**src/logic/mds_pkg.sv**
```systemverilog
// Package: register map, field layout, reset values and timing constants of the drum sequencer
package mds_pkg;
    localparam int unsigned CLK_HZ = 25000000;
    localparam real BASE_TICK_S = 0.01;
    localparam int unsigned BASE_TICK_CYC = int'(BASE_TICK_S * CLK_HZ);
    localparam int unsigned NSTEP = 16;
    localparam int unsigned NOUT = 16;
    localparam logic [15:0] CPS_MAX = 16'h270F;
    localparam logic [15:0] TBASE_MAX = 16'h270F;
    localparam logic [4:0] PRESET_MIN = 5'h01;
    localparam logic [4:0] PRESET_MAX = 5'h10;
    localparam logic [4:0] PRESET_RST = 5'h01;
    localparam logic [15:0] TBASE_RST = 16'h000A;
    localparam logic [15:0] CPS_RST = 16'h0000;
    localparam logic [15:0] PAT_RST = 16'h0000;
    localparam logic [15:0] MASK_RST = 16'h0000;
    localparam logic [4:0] EVSEL_BLANK = 5'h1F;
    localparam logic [11:0] ADDR_COUNT = 12'h000;
    localparam logic [11:0] ADDR_TIMER = 12'h004;
    localparam logic [11:0] ADDR_PRESET = 12'h008;
    localparam logic [11:0] ADDR_CURSTEP = 12'h00C;
    localparam logic [11:0] ADDR_CTRL = 12'h010;
    localparam logic [11:0] ADDR_TBASE = 12'h014;
    localparam logic [11:0] ADDR_MASK0 = 12'h100;
    localparam logic [11:0] ADDR_PAT0 = 12'h200;
    localparam logic [11:0] ADDR_CPS0 = 12'h300;
    localparam logic [11:0] ADDR_EVS0 = 12'h400;
    localparam int unsigned CTRL_RUN_BIT = 0;
    localparam int unsigned CTRL_START_BIT = 1;
    localparam int unsigned CTRL_JOG_BIT = 2;
    localparam int unsigned CTRL_RST_BIT = 3;
    localparam int unsigned CTRL_WORD_BIT = 4;
    localparam int unsigned COUNT_DONE_BIT = 16;
    typedef enum logic [1:0] {
        MDS_IDLE = 2'b00,
        MDS_RUN = 2'b01,
        MDS_DONE = 2'b10
    } mds_state_t;
endpackage

```
**src/logic/mds_tick.sv**
```systemverilog
// Base tick divider and timer-base scaler producing one pulse per timer count
`timescale 1ns/1ps
module mds_tick (
    input wire logic ref_clk,
    input wire logic srst,
    input wire logic enable,
    input wire logic [15:0] tbase,
    output logic count_tick,
    output logic [15:0] timer_value
);
    import mds_pkg::*;
    logic [17:0] base_cnt_r;
    logic base_tick;
    logic [15:0] tb_cnt_r;

    assign base_tick = enable && (base_cnt_r == 18'(BASE_TICK_CYC - 1));
    assign timer_value = tb_cnt_r;

    always_ff @(posedge ref_clk) begin
        if (srst || !enable) begin
            base_cnt_r <= '0;
        end else if (base_tick) begin
            base_cnt_r <= '0;
        end else begin
            base_cnt_r <= base_cnt_r + 18'h00001;
        end
    end

    // Count lasts tbase base ticks; tbase of zero counts every base tick
    always_ff @(posedge ref_clk) begin
        if (srst || !enable) begin
            tb_cnt_r <= '0;
            count_tick <= 1'b0;
        end else begin
            count_tick <= 1'b0;
            if (base_tick) begin
                if (tb_cnt_r + 16'h0001 >= tbase) begin
                    tb_cnt_r <= '0;
                    count_tick <= 1'b1;
                end else begin
                    tb_cnt_r <= tb_cnt_r + 16'h0001;
                end
            end
        end
    end

    tick_period_a: assert property (@(posedge ref_clk) disable iff (srst)
        count_tick |-> !$past(count_tick)) else $error("count tick repeated");
endmodule // mds_tick

```
**src/logic/mds_seq.sv**
```systemverilog
// Masked event drum sequencer: sixteen steps, masks, status words and APB register file
//
// Contract
// Sixteen steps, each with its own sixteen-bit output pattern.
// Outputs are current pattern ANDed with that step's mask word.
// Each rising jog edge advances one step regardless of timer and event.
// Step timer runs only while start is asserted.
// Timer counts only while the step's event is true; blank event means timed.
// Step advances when count equals counts-per-step, range 0 to 9999.
// Sequencing halts after last step completes or on reset input.
// Program-to-run entry and reset input load the preset step.
// Preset limited to 1..16; program may write it any time.
// One timer count lasts timer base times 0.01 second.
// Four status words: count, timer, preset, current step; only preset writable.
// Completion flag set when last step finishes, cleared by reset.
// Mask updates accepted any time and applied to outputs.
// Word variant writes masked bits as one word to its destination.
// Unconfigured steps and events default blank.
// Program loads masks for used steps, zeros on first scan if needed.
// Jog edge in last step carries sequencer to completed state.
// Outputs active in run mode; after entry show preset step pattern.
// Every step change clears the count within the step.
`timescale 1ns/1ps
module mds_seq (
    input wire logic ref_clk,
    input wire logic srst,
    input wire logic psel,
    input wire logic penable,
    input wire logic pwrite,
    input wire logic [11:0] paddr,
    input wire logic [31:0] pwdata,
    output logic [31:0] prdata,
    output logic pready,
    output logic pslverr,
    input wire logic [15:0] event_in,
    output logic [15:0] masked_drum_discrete_out,
    output logic [15:0] masked_drum_word_out,
    output logic drum_completion_flag
);
    import mds_pkg::*;

    logic [15:0] mask_r [NSTEP];
    logic [15:0] pat_r [NSTEP];
    logic [15:0] cps_r [NSTEP];
    logic [4:0] evs_r [NSTEP];
    logic [4:0] preset_r;
    logic [15:0] tbase_r;
    logic run_r, start_r, jog_r, rst_in_r, word_mode_r;
    logic run_d_r, jog_d_r;
    logic [3:0] step_r;
    logic [15:0] count_r;
    mds_state_t state_r;
    logic count_tick;
    logic [15:0] timer_value;
    logic wr_en, rd_en, jog_edge, run_entry, load_preset, ev_ok, timer_en;
    logic at_limit, advance;
    logic [15:0] masked;
    logic [11:0] sub;
    logic [31:0] rd_nxt;
    logic err_nxt;
    logic [4:0] wr_preset;

    assign wr_en = psel && penable && pwrite && pready;
    assign rd_en = psel && !penable;
    assign sub = paddr & 12'h0FC;
    assign jog_edge = jog_r && !jog_d_r;
    assign run_entry = run_r && !run_d_r;
    assign load_preset = run_entry || rst_in_r;
    // Selectors above 15, the blank code among them, make the step purely time based
    assign ev_ok = evs_r[step_r][4] || event_in[evs_r[step_r][3:0]];
    assign timer_en = run_r && start_r && (state_r == MDS_RUN) && ev_ok && !rst_in_r;
    // Advance on the tick that brings the count up to counts-per-step
    assign at_limit = (count_r + 16'h0001 >= cps_r[step_r]);
    assign advance = run_r && (state_r == MDS_RUN) && !load_preset
        && (jog_edge || (timer_en && count_tick && at_limit));
    assign masked = pat_r[step_r] & mask_r[step_r];
    // Upper clamp first, so a large value cannot alias to a low step
    assign wr_preset = (pwdata[15:0] > 16'(PRESET_MAX)) ? PRESET_MAX :
        (pwdata[4:0] < PRESET_MIN) ? PRESET_MIN : pwdata[4:0];

    // Timer scaler is held clear whenever the step timer is gated off
    mds_tick u_tick (
        .ref_clk(ref_clk),
        .srst(srst),
        .enable(timer_en),
        .tbase(tbase_r),
        .count_tick(count_tick),
        .timer_value(timer_value)
    );

    // Per-step configuration words, all blank after reset
    genvar gi;
    generate
        for (gi = 0; gi < NSTEP; gi++) begin : g_step
            always_ff @(posedge ref_clk) begin
                if (srst) begin
                    mask_r[gi] <= MASK_RST;
                    pat_r[gi] <= PAT_RST;
                    cps_r[gi] <= CPS_RST;
                    evs_r[gi] <= EVSEL_BLANK;
                end else if (wr_en) begin
                    if (paddr == ADDR_MASK0 + 12'(gi * 4))
                        mask_r[gi] <= pwdata[15:0];
                    if (paddr == ADDR_PAT0 + 12'(gi * 4))
                        pat_r[gi] <= pwdata[15:0];
                    if (paddr == ADDR_CPS0 + 12'(gi * 4))
                        cps_r[gi] <= (pwdata[15:0] > CPS_MAX) ? CPS_MAX : pwdata[15:0];
                    if (paddr == ADDR_EVS0 + 12'(gi * 4))
                        evs_r[gi] <= pwdata[4:0];
                end
            end
        end
    endgenerate

    // Global control and preset registers
    always_ff @(posedge ref_clk) begin
        if (srst) begin
            preset_r <= PRESET_RST;
            tbase_r <= TBASE_RST;
            run_r <= 1'b0;
            start_r <= 1'b0;
            jog_r <= 1'b0;
            rst_in_r <= 1'b0;
            word_mode_r <= 1'b0;
        end else if (wr_en) begin
            if (paddr == ADDR_PRESET)
                preset_r <= wr_preset;
            if (paddr == ADDR_TBASE)
                tbase_r <= (pwdata[15:0] > TBASE_MAX) ? TBASE_MAX : pwdata[15:0];
            if (paddr == ADDR_CTRL) begin
                run_r <= pwdata[CTRL_RUN_BIT];
                start_r <= pwdata[CTRL_START_BIT];
                jog_r <= pwdata[CTRL_JOG_BIT];
                rst_in_r <= pwdata[CTRL_RST_BIT];
                word_mode_r <= pwdata[CTRL_WORD_BIT];
            end
        end
    end

    always_ff @(posedge ref_clk) begin
        if (srst) begin
            run_d_r <= 1'b0;
            jog_d_r <= 1'b0;
        end else begin
            run_d_r <= run_r;
            jog_d_r <= jog_r;
        end
    end

    // Step sequencing
    always_ff @(posedge ref_clk) begin
        if (srst) begin
            state_r <= MDS_IDLE;
            step_r <= '0;
            count_r <= '0;
            drum_completion_flag <= 1'b0;
        end else if (load_preset) begin
            state_r <= MDS_RUN;
            step_r <= 4'(preset_r - 5'h01);
            count_r <= '0;
            drum_completion_flag <= 1'b0;
        end else if (!run_r) begin
            state_r <= MDS_IDLE;
        end else begin
            unique case (state_r)
                MDS_IDLE: begin
                    count_r <= count_r;
                end
                MDS_RUN: begin
                    if (advance) begin
                        count_r <= '0;
                        if (step_r == 4'(NSTEP - 1)) begin
                            state_r <= MDS_DONE;
                            drum_completion_flag <= 1'b1;
                        end else begin
                            step_r <= step_r + 4'h1;
                        end
                    end else if (timer_en && count_tick) begin
                        count_r <= count_r + 16'h0001;
                    end
                end
                MDS_DONE: begin
                    count_r <= '0;
                end
                default: begin
                    state_r <= MDS_IDLE;
                end
            endcase
        end
    end

    // Outputs follow the live mask, only in run mode
    always_ff @(posedge ref_clk) begin
        if (srst) begin
            masked_drum_discrete_out <= '0;
            masked_drum_word_out <= '0;
        end else begin
            masked_drum_discrete_out <= (run_r && !word_mode_r) ? masked : 16'h0000;
            masked_drum_word_out <= (run_r && word_mode_r) ? masked : 16'h0000;
        end
    end

    // APB read mux and slave answer
    always_comb begin
        rd_nxt = 32'h00000000;
        err_nxt = 1'b0;
        if (paddr == ADDR_COUNT)
            rd_nxt = {15'h0000, drum_completion_flag, count_r};
        else if (paddr == ADDR_TIMER)
            rd_nxt = {16'h0000, timer_value};
        else if (paddr == ADDR_PRESET)
            rd_nxt = {27'h0000000, preset_r};
        else if (paddr == ADDR_CURSTEP)
            rd_nxt = {27'h0000000, 5'(step_r) + 5'h01};
        else if (paddr == ADDR_CTRL)
            rd_nxt = {27'h0000000, word_mode_r, rst_in_r, jog_r, start_r, run_r};
        else if (paddr == ADDR_TBASE)
            rd_nxt = {16'h0000, tbase_r};
        else if (paddr[11:8] == ADDR_MASK0[11:8] && paddr[7:6] == 2'b00 && paddr[1:0] == 2'b00)
            rd_nxt = {16'h0000, mask_r[sub[5:2]]};
        else if (paddr[11:8] == ADDR_PAT0[11:8] && paddr[7:6] == 2'b00 && paddr[1:0] == 2'b00)
            rd_nxt = {16'h0000, pat_r[sub[5:2]]};
        else if (paddr[11:8] == ADDR_CPS0[11:8] && paddr[7:6] == 2'b00 && paddr[1:0] == 2'b00)
            rd_nxt = {16'h0000, cps_r[sub[5:2]]};
        else if (paddr[11:8] == ADDR_EVS0[11:8] && paddr[7:6] == 2'b00 && paddr[1:0] == 2'b00)
            rd_nxt = {27'h0000000, evs_r[sub[5:2]]};
        else
            err_nxt = 1'b1;
        if (pwrite && (paddr == ADDR_COUNT || paddr == ADDR_TIMER || paddr == ADDR_CURSTEP))
            err_nxt = 1'b1;
    end

    always_ff @(posedge ref_clk) begin
        if (srst) begin
            pready <= 1'b0;
            pslverr <= 1'b0;
            prdata <= '0;
        end else begin
            pready <= rd_en;
            pslverr <= rd_en && err_nxt;
            if (rd_en && !pwrite)
                prdata <= rd_nxt;
        end
    end

    // Sequencing checks
    step_clear_a: assert property (@(posedge ref_clk) disable iff (srst)
        $changed(step_r) |-> count_r == 16'h0000) else $error("count not cleared");
    preset_load_a: assert property (@(posedge ref_clk) disable iff (srst)
        rst_in_r |=> step_r == 4'($past(preset_r) - 5'h01)) else $error("preset not loaded");
    done_flag_a: assert property (@(posedge ref_clk) disable iff (srst)
        (state_r == MDS_RUN && advance && step_r == 4'hF) |=> drum_completion_flag)
        else $error("completion flag missing");
    jog_step_a: assert property (@(posedge ref_clk) disable iff (srst)
        (advance && jog_edge && step_r != 4'hF) |=> step_r == $past(step_r) + 4'h1)
        else $error("jog did not advance");
    timer_start_a: assert property (@(posedge ref_clk) disable iff (srst)
        !start_r |-> !timer_en) else $error("timer without start");
    halt_done_a: assert property (@(posedge ref_clk) disable iff (srst)
        (state_r == MDS_DONE && !load_preset) |=> $stable(step_r)) else $error("moved after done");
    done_hold_a: assert property (@(posedge ref_clk) disable iff (srst)
        (state_r == MDS_DONE && run_r && !load_preset) |=> state_r == MDS_DONE)
        else $error("left done state");
    step_hold_a: assert property (@(posedge ref_clk) disable iff (srst)
        (state_r == MDS_RUN && run_r && !load_preset && !advance) |=> $stable(step_r))
        else $error("step moved without cause");
    flag_clear_a: assert property (@(posedge ref_clk) disable iff (srst)
        load_preset |=> !drum_completion_flag) else $error("completion flag not cleared");
    reset_hold_a: assert property (@(posedge ref_clk) disable iff (srst)
        rst_in_r |=> state_r == MDS_RUN && count_r == 16'h0000) else $error("reset input ignored");
    event_gate_a: assert property (@(posedge ref_clk) disable iff (srst)
        !ev_ok |-> !timer_en) else $error("timer ran without event");
    preset_range_a: assert property (@(posedge ref_clk) disable iff (srst)
        preset_r >= PRESET_MIN && preset_r <= PRESET_MAX) else $error("preset out of range");

    // Output and register bus checks
    out_mask_a: assert property (@(posedge ref_clk) disable iff (srst)
        (run_r && !word_mode_r) |=> masked_drum_discrete_out == $past(masked))
        else $error("output not masked");
    word_out_a: assert property (@(posedge ref_clk) disable iff (srst)
        (run_r && word_mode_r) |=> masked_drum_word_out == $past(masked))
        else $error("word output not masked");
    discrete_off_a: assert property (@(posedge ref_clk) disable iff (srst)
        word_mode_r |=> masked_drum_discrete_out == 16'h0000)
        else $error("discrete output in word mode");
    out_idle_a: assert property (@(posedge ref_clk) disable iff (srst)
        !run_r |=> masked_drum_discrete_out == 16'h0000 && masked_drum_word_out == 16'h0000)
        else $error("output outside run mode");
    preset_write_a: assert property (@(posedge ref_clk) disable iff (srst)
        (wr_en && paddr == ADDR_PRESET && pwdata[15:0] >= 16'(PRESET_MIN)
        && pwdata[15:0] <= 16'(PRESET_MAX)) |=> preset_r == $past(pwdata[4:0]))
        else $error("preset write lost");
    ro_error_a: assert property (@(posedge ref_clk) disable iff (srst)
        (rd_en && pwrite && (paddr == ADDR_COUNT || paddr == ADDR_TIMER
        || paddr == ADDR_CURSTEP)) |=> pready && pslverr)
        else $error("status write not refused");
    ready_pulse_a: assert property (@(posedge ref_clk) disable iff (srst)
        pready |=> !pready)
        else $error("ready held too long");
    slverr_ready_a: assert property (@(posedge ref_clk) disable iff (srst)
        pslverr |-> pready)
        else $error("error without ready");
endmodule // mds_seq

```
**config.mk**
```make
export PLATFORM = sky130hd
export DESIGN_NAME = mds_seq
export DESIGN_NICKNAME = d
export VERILOG_FILES = /design/src/logic/mds_pkg.sv /design/src/logic/mds_tick.sv /design/src/logic/mds_seq.sv
export SDC_FILE = /design/constraint.sdc
export NUM_CORES = 2
export LEC_CHECK = 0
export BUFFER_PORTS_ARGS = -buffer_cell sky130_fd_sc_hd__buf_2
export CORE_UTILIZATION = 31
export CTS_CLUSTER_SIZE = 40
export DETAILED_ROUTE_END_ITERATION = 10
export PLACE_DENSITY_LB_ADDON = 0.12
export SYNTH_ARGS = -nofsm -noshare
export SYNTH_HDL_FRONTEND = slang
export SYNTH_SLANG_ARGS = --single-unit
```
**constraint.sdc**
```tcl
create_clock -name ref_clk -period 4.45 [get_ports ref_clk]
set_input_delay 0.6675 -clock ref_clk [delete_from_list [all_inputs] [get_ports ref_clk]]
set_output_delay 0.6675 -clock ref_clk [all_outputs]
set_load 0.01 [all_outputs]
```
# Word-level counts from Yosys, hierarchy flattened

Memory sizes are Yosys's and may differ from the RTL's. A register that Yosys moved wholly into a read port is not among the register bits.
Index checks and enable logic that the tools add are counted.

Add/sub/neg operators: 6
Order comparisons: 6
Eq/ne operators: 84
Muxes and demuxes: 371
Bitwise operators: 70
Reduce and logical (&&, ||, !) cells: 66

Operators by type and width:

| operator                                                                 | number |
|---|---|
| 16-bit 2-to-1 mux                                                        | 60 |
| 12-bit by 10-bit equality test with 1-bit output (second input constant) | 32 |
| 1-bit 2-to-1 mux                                                         | 273 |
| 12-bit by 11-bit equality test with 1-bit output (second input constant) | 16 |
| 12-bit by 9-bit equality test with 1-bit output (second input constant)  | 16 |
| 5-bit 2-to-1 mux                                                         | 19 |
| 1-bit OR                                                                 | 64 |
| 4-bit 2-to-1 mux                                                         | 13 |
| 16-bit by 1-bit adder with 16-bit output (second input constant)         | 2 |
| 16-bit greater-or-equal comparator                                       | 2 |
| 16-bit one-hot mux with 2 select lines                                   | 1 |
| 1-bit logical AND                                                        | 29 |
| 12-bit by 4-bit equality test with 1-bit output (second input constant)  | 2 |
| 12-bit by 5-bit equality test with 1-bit output (second input constant)  | 2 |
| 18-bit by 1-bit adder with 18-bit output (second input constant)         | 1 |
| 18-bit equality test (second input constant)                             | 1 |
| 17-bit 2-to-1 mux                                                        | 1 |
| 16-bit bitwise AND                                                       | 1 |
| 16-bit by 14-bit > comparator with 1-bit output (second input constant)  | 1 |
| 16-bit by 5-bit > comparator with 1-bit output (second input constant)   | 1 |
| 12-bit by 3-bit equality test with 1-bit output (second input constant)  | 1 |
| 12-bit logical NOT                                                       | 1 |
| 2-bit OR reduction                                                       | 6 |
| 3-bit AND reduction                                                      | 3 |
| other kinds (27)                                                         | 55 |

Flip-flop bits (word level): 152
Memory bits (writable): 848
Bits of input ports: 65
Output and inout bits: 67
Word-level logic and storage cells: 629
Memories kept: 4

Memory list:

| memory | words | width | rd ports | clocked after memory_dff | wr ports | RTL line      | text |
|---|---|---|---|---|---|---|---|
| cps_r  | 16    | 16    | 2        | 1                        | 16       | mds_seq.sv:44 | `logic [15:0] cps_r [NSTEP];` |
| mask_r | 16    | 16    | 2        | 1                        | 16       | mds_seq.sv:42 | `logic [15:0] mask_r [NSTEP];` |
| pat_r  | 16    | 16    | 2        | 1                        | 16       | mds_seq.sv:43 | `logic [15:0] pat_r [NSTEP];` |
| evs_r  | 16    | 5     | 2        | 1                        | 16       | mds_seq.sv:45 | `logic [4:0] evs_r [NSTEP];` |

# Depth between registers and ports, before layout

Word-level depth: 15
Mapped depth: 19
Depth with buffers taken out: 16

# By module

A second synthesis with hierarchy kept.

Cells, all modules: 3976
Area total of the unflattened synthesis: 50836.3 um2

By module, submodules not included:

| module   | times used | cells each | area each (um2) | sequential area each (um2) |
|---|---|---|---|---|
| mds_seq  | 1          | 3718       | 48713.0         | 27586.5 |
| mds_tick | 1          | 258        | 2123.3          | 700.7 |

# Worst setup path after synthesis

Ideal clock, no wire load.

Path kind: register -> register
From: register with a tool-made name
To: register with a tool-made name
Library setup time: 0.091 ns
Data arrival time: 4.225 ns
Data required time: 4.359 ns
Path slack: 0.134 ns
Cell stages (with the launch flop): 17
Path buffers: 4
Clock period less this slack: 4.316 ns
Path through: dfxtp_1 -> buf_4 -> buf_2 -> buf_2 -> buf_1 -> mux4_2 -> mux4_2 -> inv_1 -> ha_1 -> a21o_1 -> a21o_1 -> a21oi_1 -> a211o_1 -> a211oi_1 -> a31oi_2 -> or3_1 -> a311oi_1

==> results.yml <==
pwr:
  leakagePower_nw: 20.5
  powerDensity_nw_per_um2: 366
  p_sw_frac: 0.239
  pwr-share-comb: 0.068
  internal_power_mw: 16.3
  total_power_mw: 21.4
  p_seq_frac: 0.485
  switching_power_mw: 5.12
  ir_drop_mv: 0.284
  clockPowerShare: 0.448
finish:
  fin_cells: 6402
  final_common_cell: "edfxtp_1"
  multi_input_area_sq_um: 20800
  area_growth_pct: 15.9
  drive_gt1_frac: 0.231
  filler_cell_count: 15700
  nets: 4241
  layout.area.seq_sq_um: 28300
  final_cell_mix: "edfxtp_1, and2_1, nor2_1"
setup_path:
  ff2ff_setup_slack_ns: 0.32
  required_ns: 5.07
  crit_slowest_cell: "mux4_2"
  arrival_ns: 4.75
  critPathBufInv: 4
  r2r_end: "count_r[0]"
  worst-path-max-fanout: 22
  reg2reg_depth: 13
  critPathMaxStageDelay_ns: 0.56
  crit_chain: "buf_4, buf_4, buf_4, mux4_2, mux4_2, nand2b_1, nand2b_1, a21oi_1, a21oi_2, a31oi_2, buf_12, and2_4, mux2_2"
  crit_family: "multiplexers"
  startpoint_type: "register"
  endpoint_kind: "register"
  setup.worst_path.class: "reg2reg"
  critPathMostFrequentCell: "buf_4"
placed_design:
  dp.cells: 6183
  io_buffers: 100
  dp_hpwl_microns: 126000
  gp_congestion: 0.922
floorplan:
  coreArea_sq_um: 161000
  die_area_sq_um: 164000
  placementRows: 147
  ios: 132
  start_util: 0.313
  die_h_microns: 405
  fp.dieW_microns: 405
logic_synthesis:
  synth_warnings: 0
  synth_area_leaders: "edfxtp_1, mux4_2, and2_1, dfxtp_1, nor2_1"
  ys_seq_elements: 989
  async_reset_ff_frac: 0
  ys_seq_area_frac: 0.561
  synth_edf_count: 848
  synth_area_sq_um: 50400
  synth_ff_type: "edfxtp_1"
  synth_top_cell_by_area: "edfxtp_1"
  yosysUniqueCellTypes: 71
  synthCells: 3961
  avgSynthCellArea_sq_um: 12.7
  synth_top_area_frac: 0.505
timing:
  tightest_slew_ns: 1.06
  period_share: 0.929
  slew_viol_final: 0
  max_freq_ghz: 0.242
  setup_violations: 0
  hold_viol_final: 0
  relSlewSlack: 0.294
  period_minus_slack_ns: 4.13
  skew_ns: 0.0313
cts:
  clk_latency_ns: 0.74
  post_cts_buffers: 0
  root_buffer: "clkbuf_16"
  clk_pin_slew_ns: 0.06
  htree_levels: 3
  numCtsBuffers: 111
  clockBufferDepth: 3
  cts_tree: "built"
  cts_sinks: 989
drt:
  routed_wl_microns: 191000
  ant_nets: 0
  wl_per_cell_microns: 29.9
  drtIter0Drc: 3819
  post-route-drc-count: 0
  via_per_inst: 5.32
  num_vias: 34100
  firstDrtPassIters: 7
run:
  max_cap_viol_count: 0
hold_path:
  whs_path_depth: 3
  min_to: "pready"
  min_path_type: "in2reg"
  hp-start: "psel"
global_route:
  grt_overflow_total: 0
  grt_max_degree: 189
  antenna_found_initial: 16
  grtUsageTotal: 0.232
  grt_pass1_wl_microns: 266000
  grt_pass1_vias: 33900
status:
  outcome: "completed"
==> synth_stat cells, types with 12 or more instances <==
master      n
o21ai_0   198
mux4_2    381
inv_1      65
a21oi_1    62
xor2_1     26
ha_1       40
edfxtp_1  848
a22oi_1    12
a211oi_1   16
xnor2_1    22
buf_4      19
nand3_1   209
buf_1      26
a21o_1     13
nor2_1    404
nand2_1   378
clkbuf_1  261
dfxtp_1   141
nand2b_1   12
o211ai_1   73
nor3_1     22
and3_1     20
buf_2      28
and2_1    518
nand4_1    13
mux2i_1    14
==> how the worst max path moves through the flow <==
stage | from | end | slack, ns | cells after the start
finish | register | count_r[0] | 0.32 | 13
global route | count_r[1] | count_r[0] | -0.008 | 17
CTS | count_r[1] | step_r[3] | 0.25 | 18
detailed placement | count_r[0] | register | 0.29 | 16
global placement | register | u_tick.timer_value[6] | 0.30 | 13
floorplan | register | register | 0.13 | 16
==> cells by family after synthesis <==
family / count (synthesis) / share of synthesized area
and+or+nand+nor: 1623 / 0.157
adders and majority gates: 40 / 0.00992
other: 1 / 0.0000743
buffers and inverters: 407 / 0.0331
DFF: 989 / 0.561
AOI/OAI and AO/OA: 450 / 0.0547
muxes: 403 / 0.176
xor gates and xnor gates: 48 / 0.00834
==> routing by layer <==
layer  wire length (microns)  track usage  vias up  share of wire
met3                   12500       0.0420      315          0.065
met5                      25            0        -        0.00013
met2                   90400        0.378     1209           0.47
met1                   79800        0.305    17500           0.42
met4                    8440       0.0922        4          0.044
li1                        -            -    15000              -
==> flip-flops by register name, indices dropped and copies added, names as in the netlist, 2 cells and up, named ones only <==
name / flops
state_r: 2
pat_r: 256
tbase_r: 16
mask_r: 256
preset_r: 5
evs_r: 80
masked_drum_discrete_out: 16
cps_r: 256
u_tick.base_cnt_r: 18
count_r: 16
prdata: 17
u_tick.timer_value: 16
masked_drum_word_out: 16
step_r: 4
==> through the flow <==
stage / utilization / hold slack, ns / setup slack, ns / TNS (ns) / cell area, sq um
5_1_grt: 0.363 / 0.359 / -0.00816 / -0.00816 / 58400
4_1_cts: 0.363 / 0.320 / 0.250 / 0 / 58400
6_report: 0.363 / 0.396 / 0.317 / 0 / 58500
3_3_place_gp: 0.339 / 0.438 / 0.301 / 0 / 54700
2_1_floorplan: - / 0.430 / 0.134 / 0 / 50600
3_5_place_dp: 0.339 / 0.445 / 0.287 / 0 / 54700
==> final cells by class <==
| type | instances | area share |
|---|---|---|
| inverters | 68 | 0.00439 |
| repair buffers | 355 | 0.0443 |
| clock inverters | 54 | 0.0101 |
| well taps | 2160 | 0.0462 |
| multi-input cells | 2611 | 0.357 |
| clock buffers | 156 | 0.0541 |
| diodes | 9 | 0.000385 |
| flip-flops and latches | 989 | 0.484 |
==> power by group through the flow <==
stage / clock network [mW] / logic [mW] / registers [mW]
after floorplan: 0 / 0.761 / 10.5
after global placement: 0 / 1.43 / 10.6
after detailed placement: 0 / 1.43 / 10.6
after CTS: 9.74 / 1.44 / 10.4
after global routing: 10.1 / 1.49 / 10.4
final: 9.58 / 1.45 / 10.4
==> worst register-to-register path: cells and delay by family, from the launching register on <==
kind            cells  cell delay [ns]
mux                 3             1.32
buf+inv             4             1.18
compound gates      3             0.59
simple gates        3             0.50
flops               1             0.42
==> repair_timing <==
action                                  in CTS  in global routing
hold buffers                                 0                  0
endpoints found under the hold margin        0                  0
endpoints found under the setup margin       0                 12
resized for setup                            0                  7
Note: power is estimated with default switching activity, not from simulation.
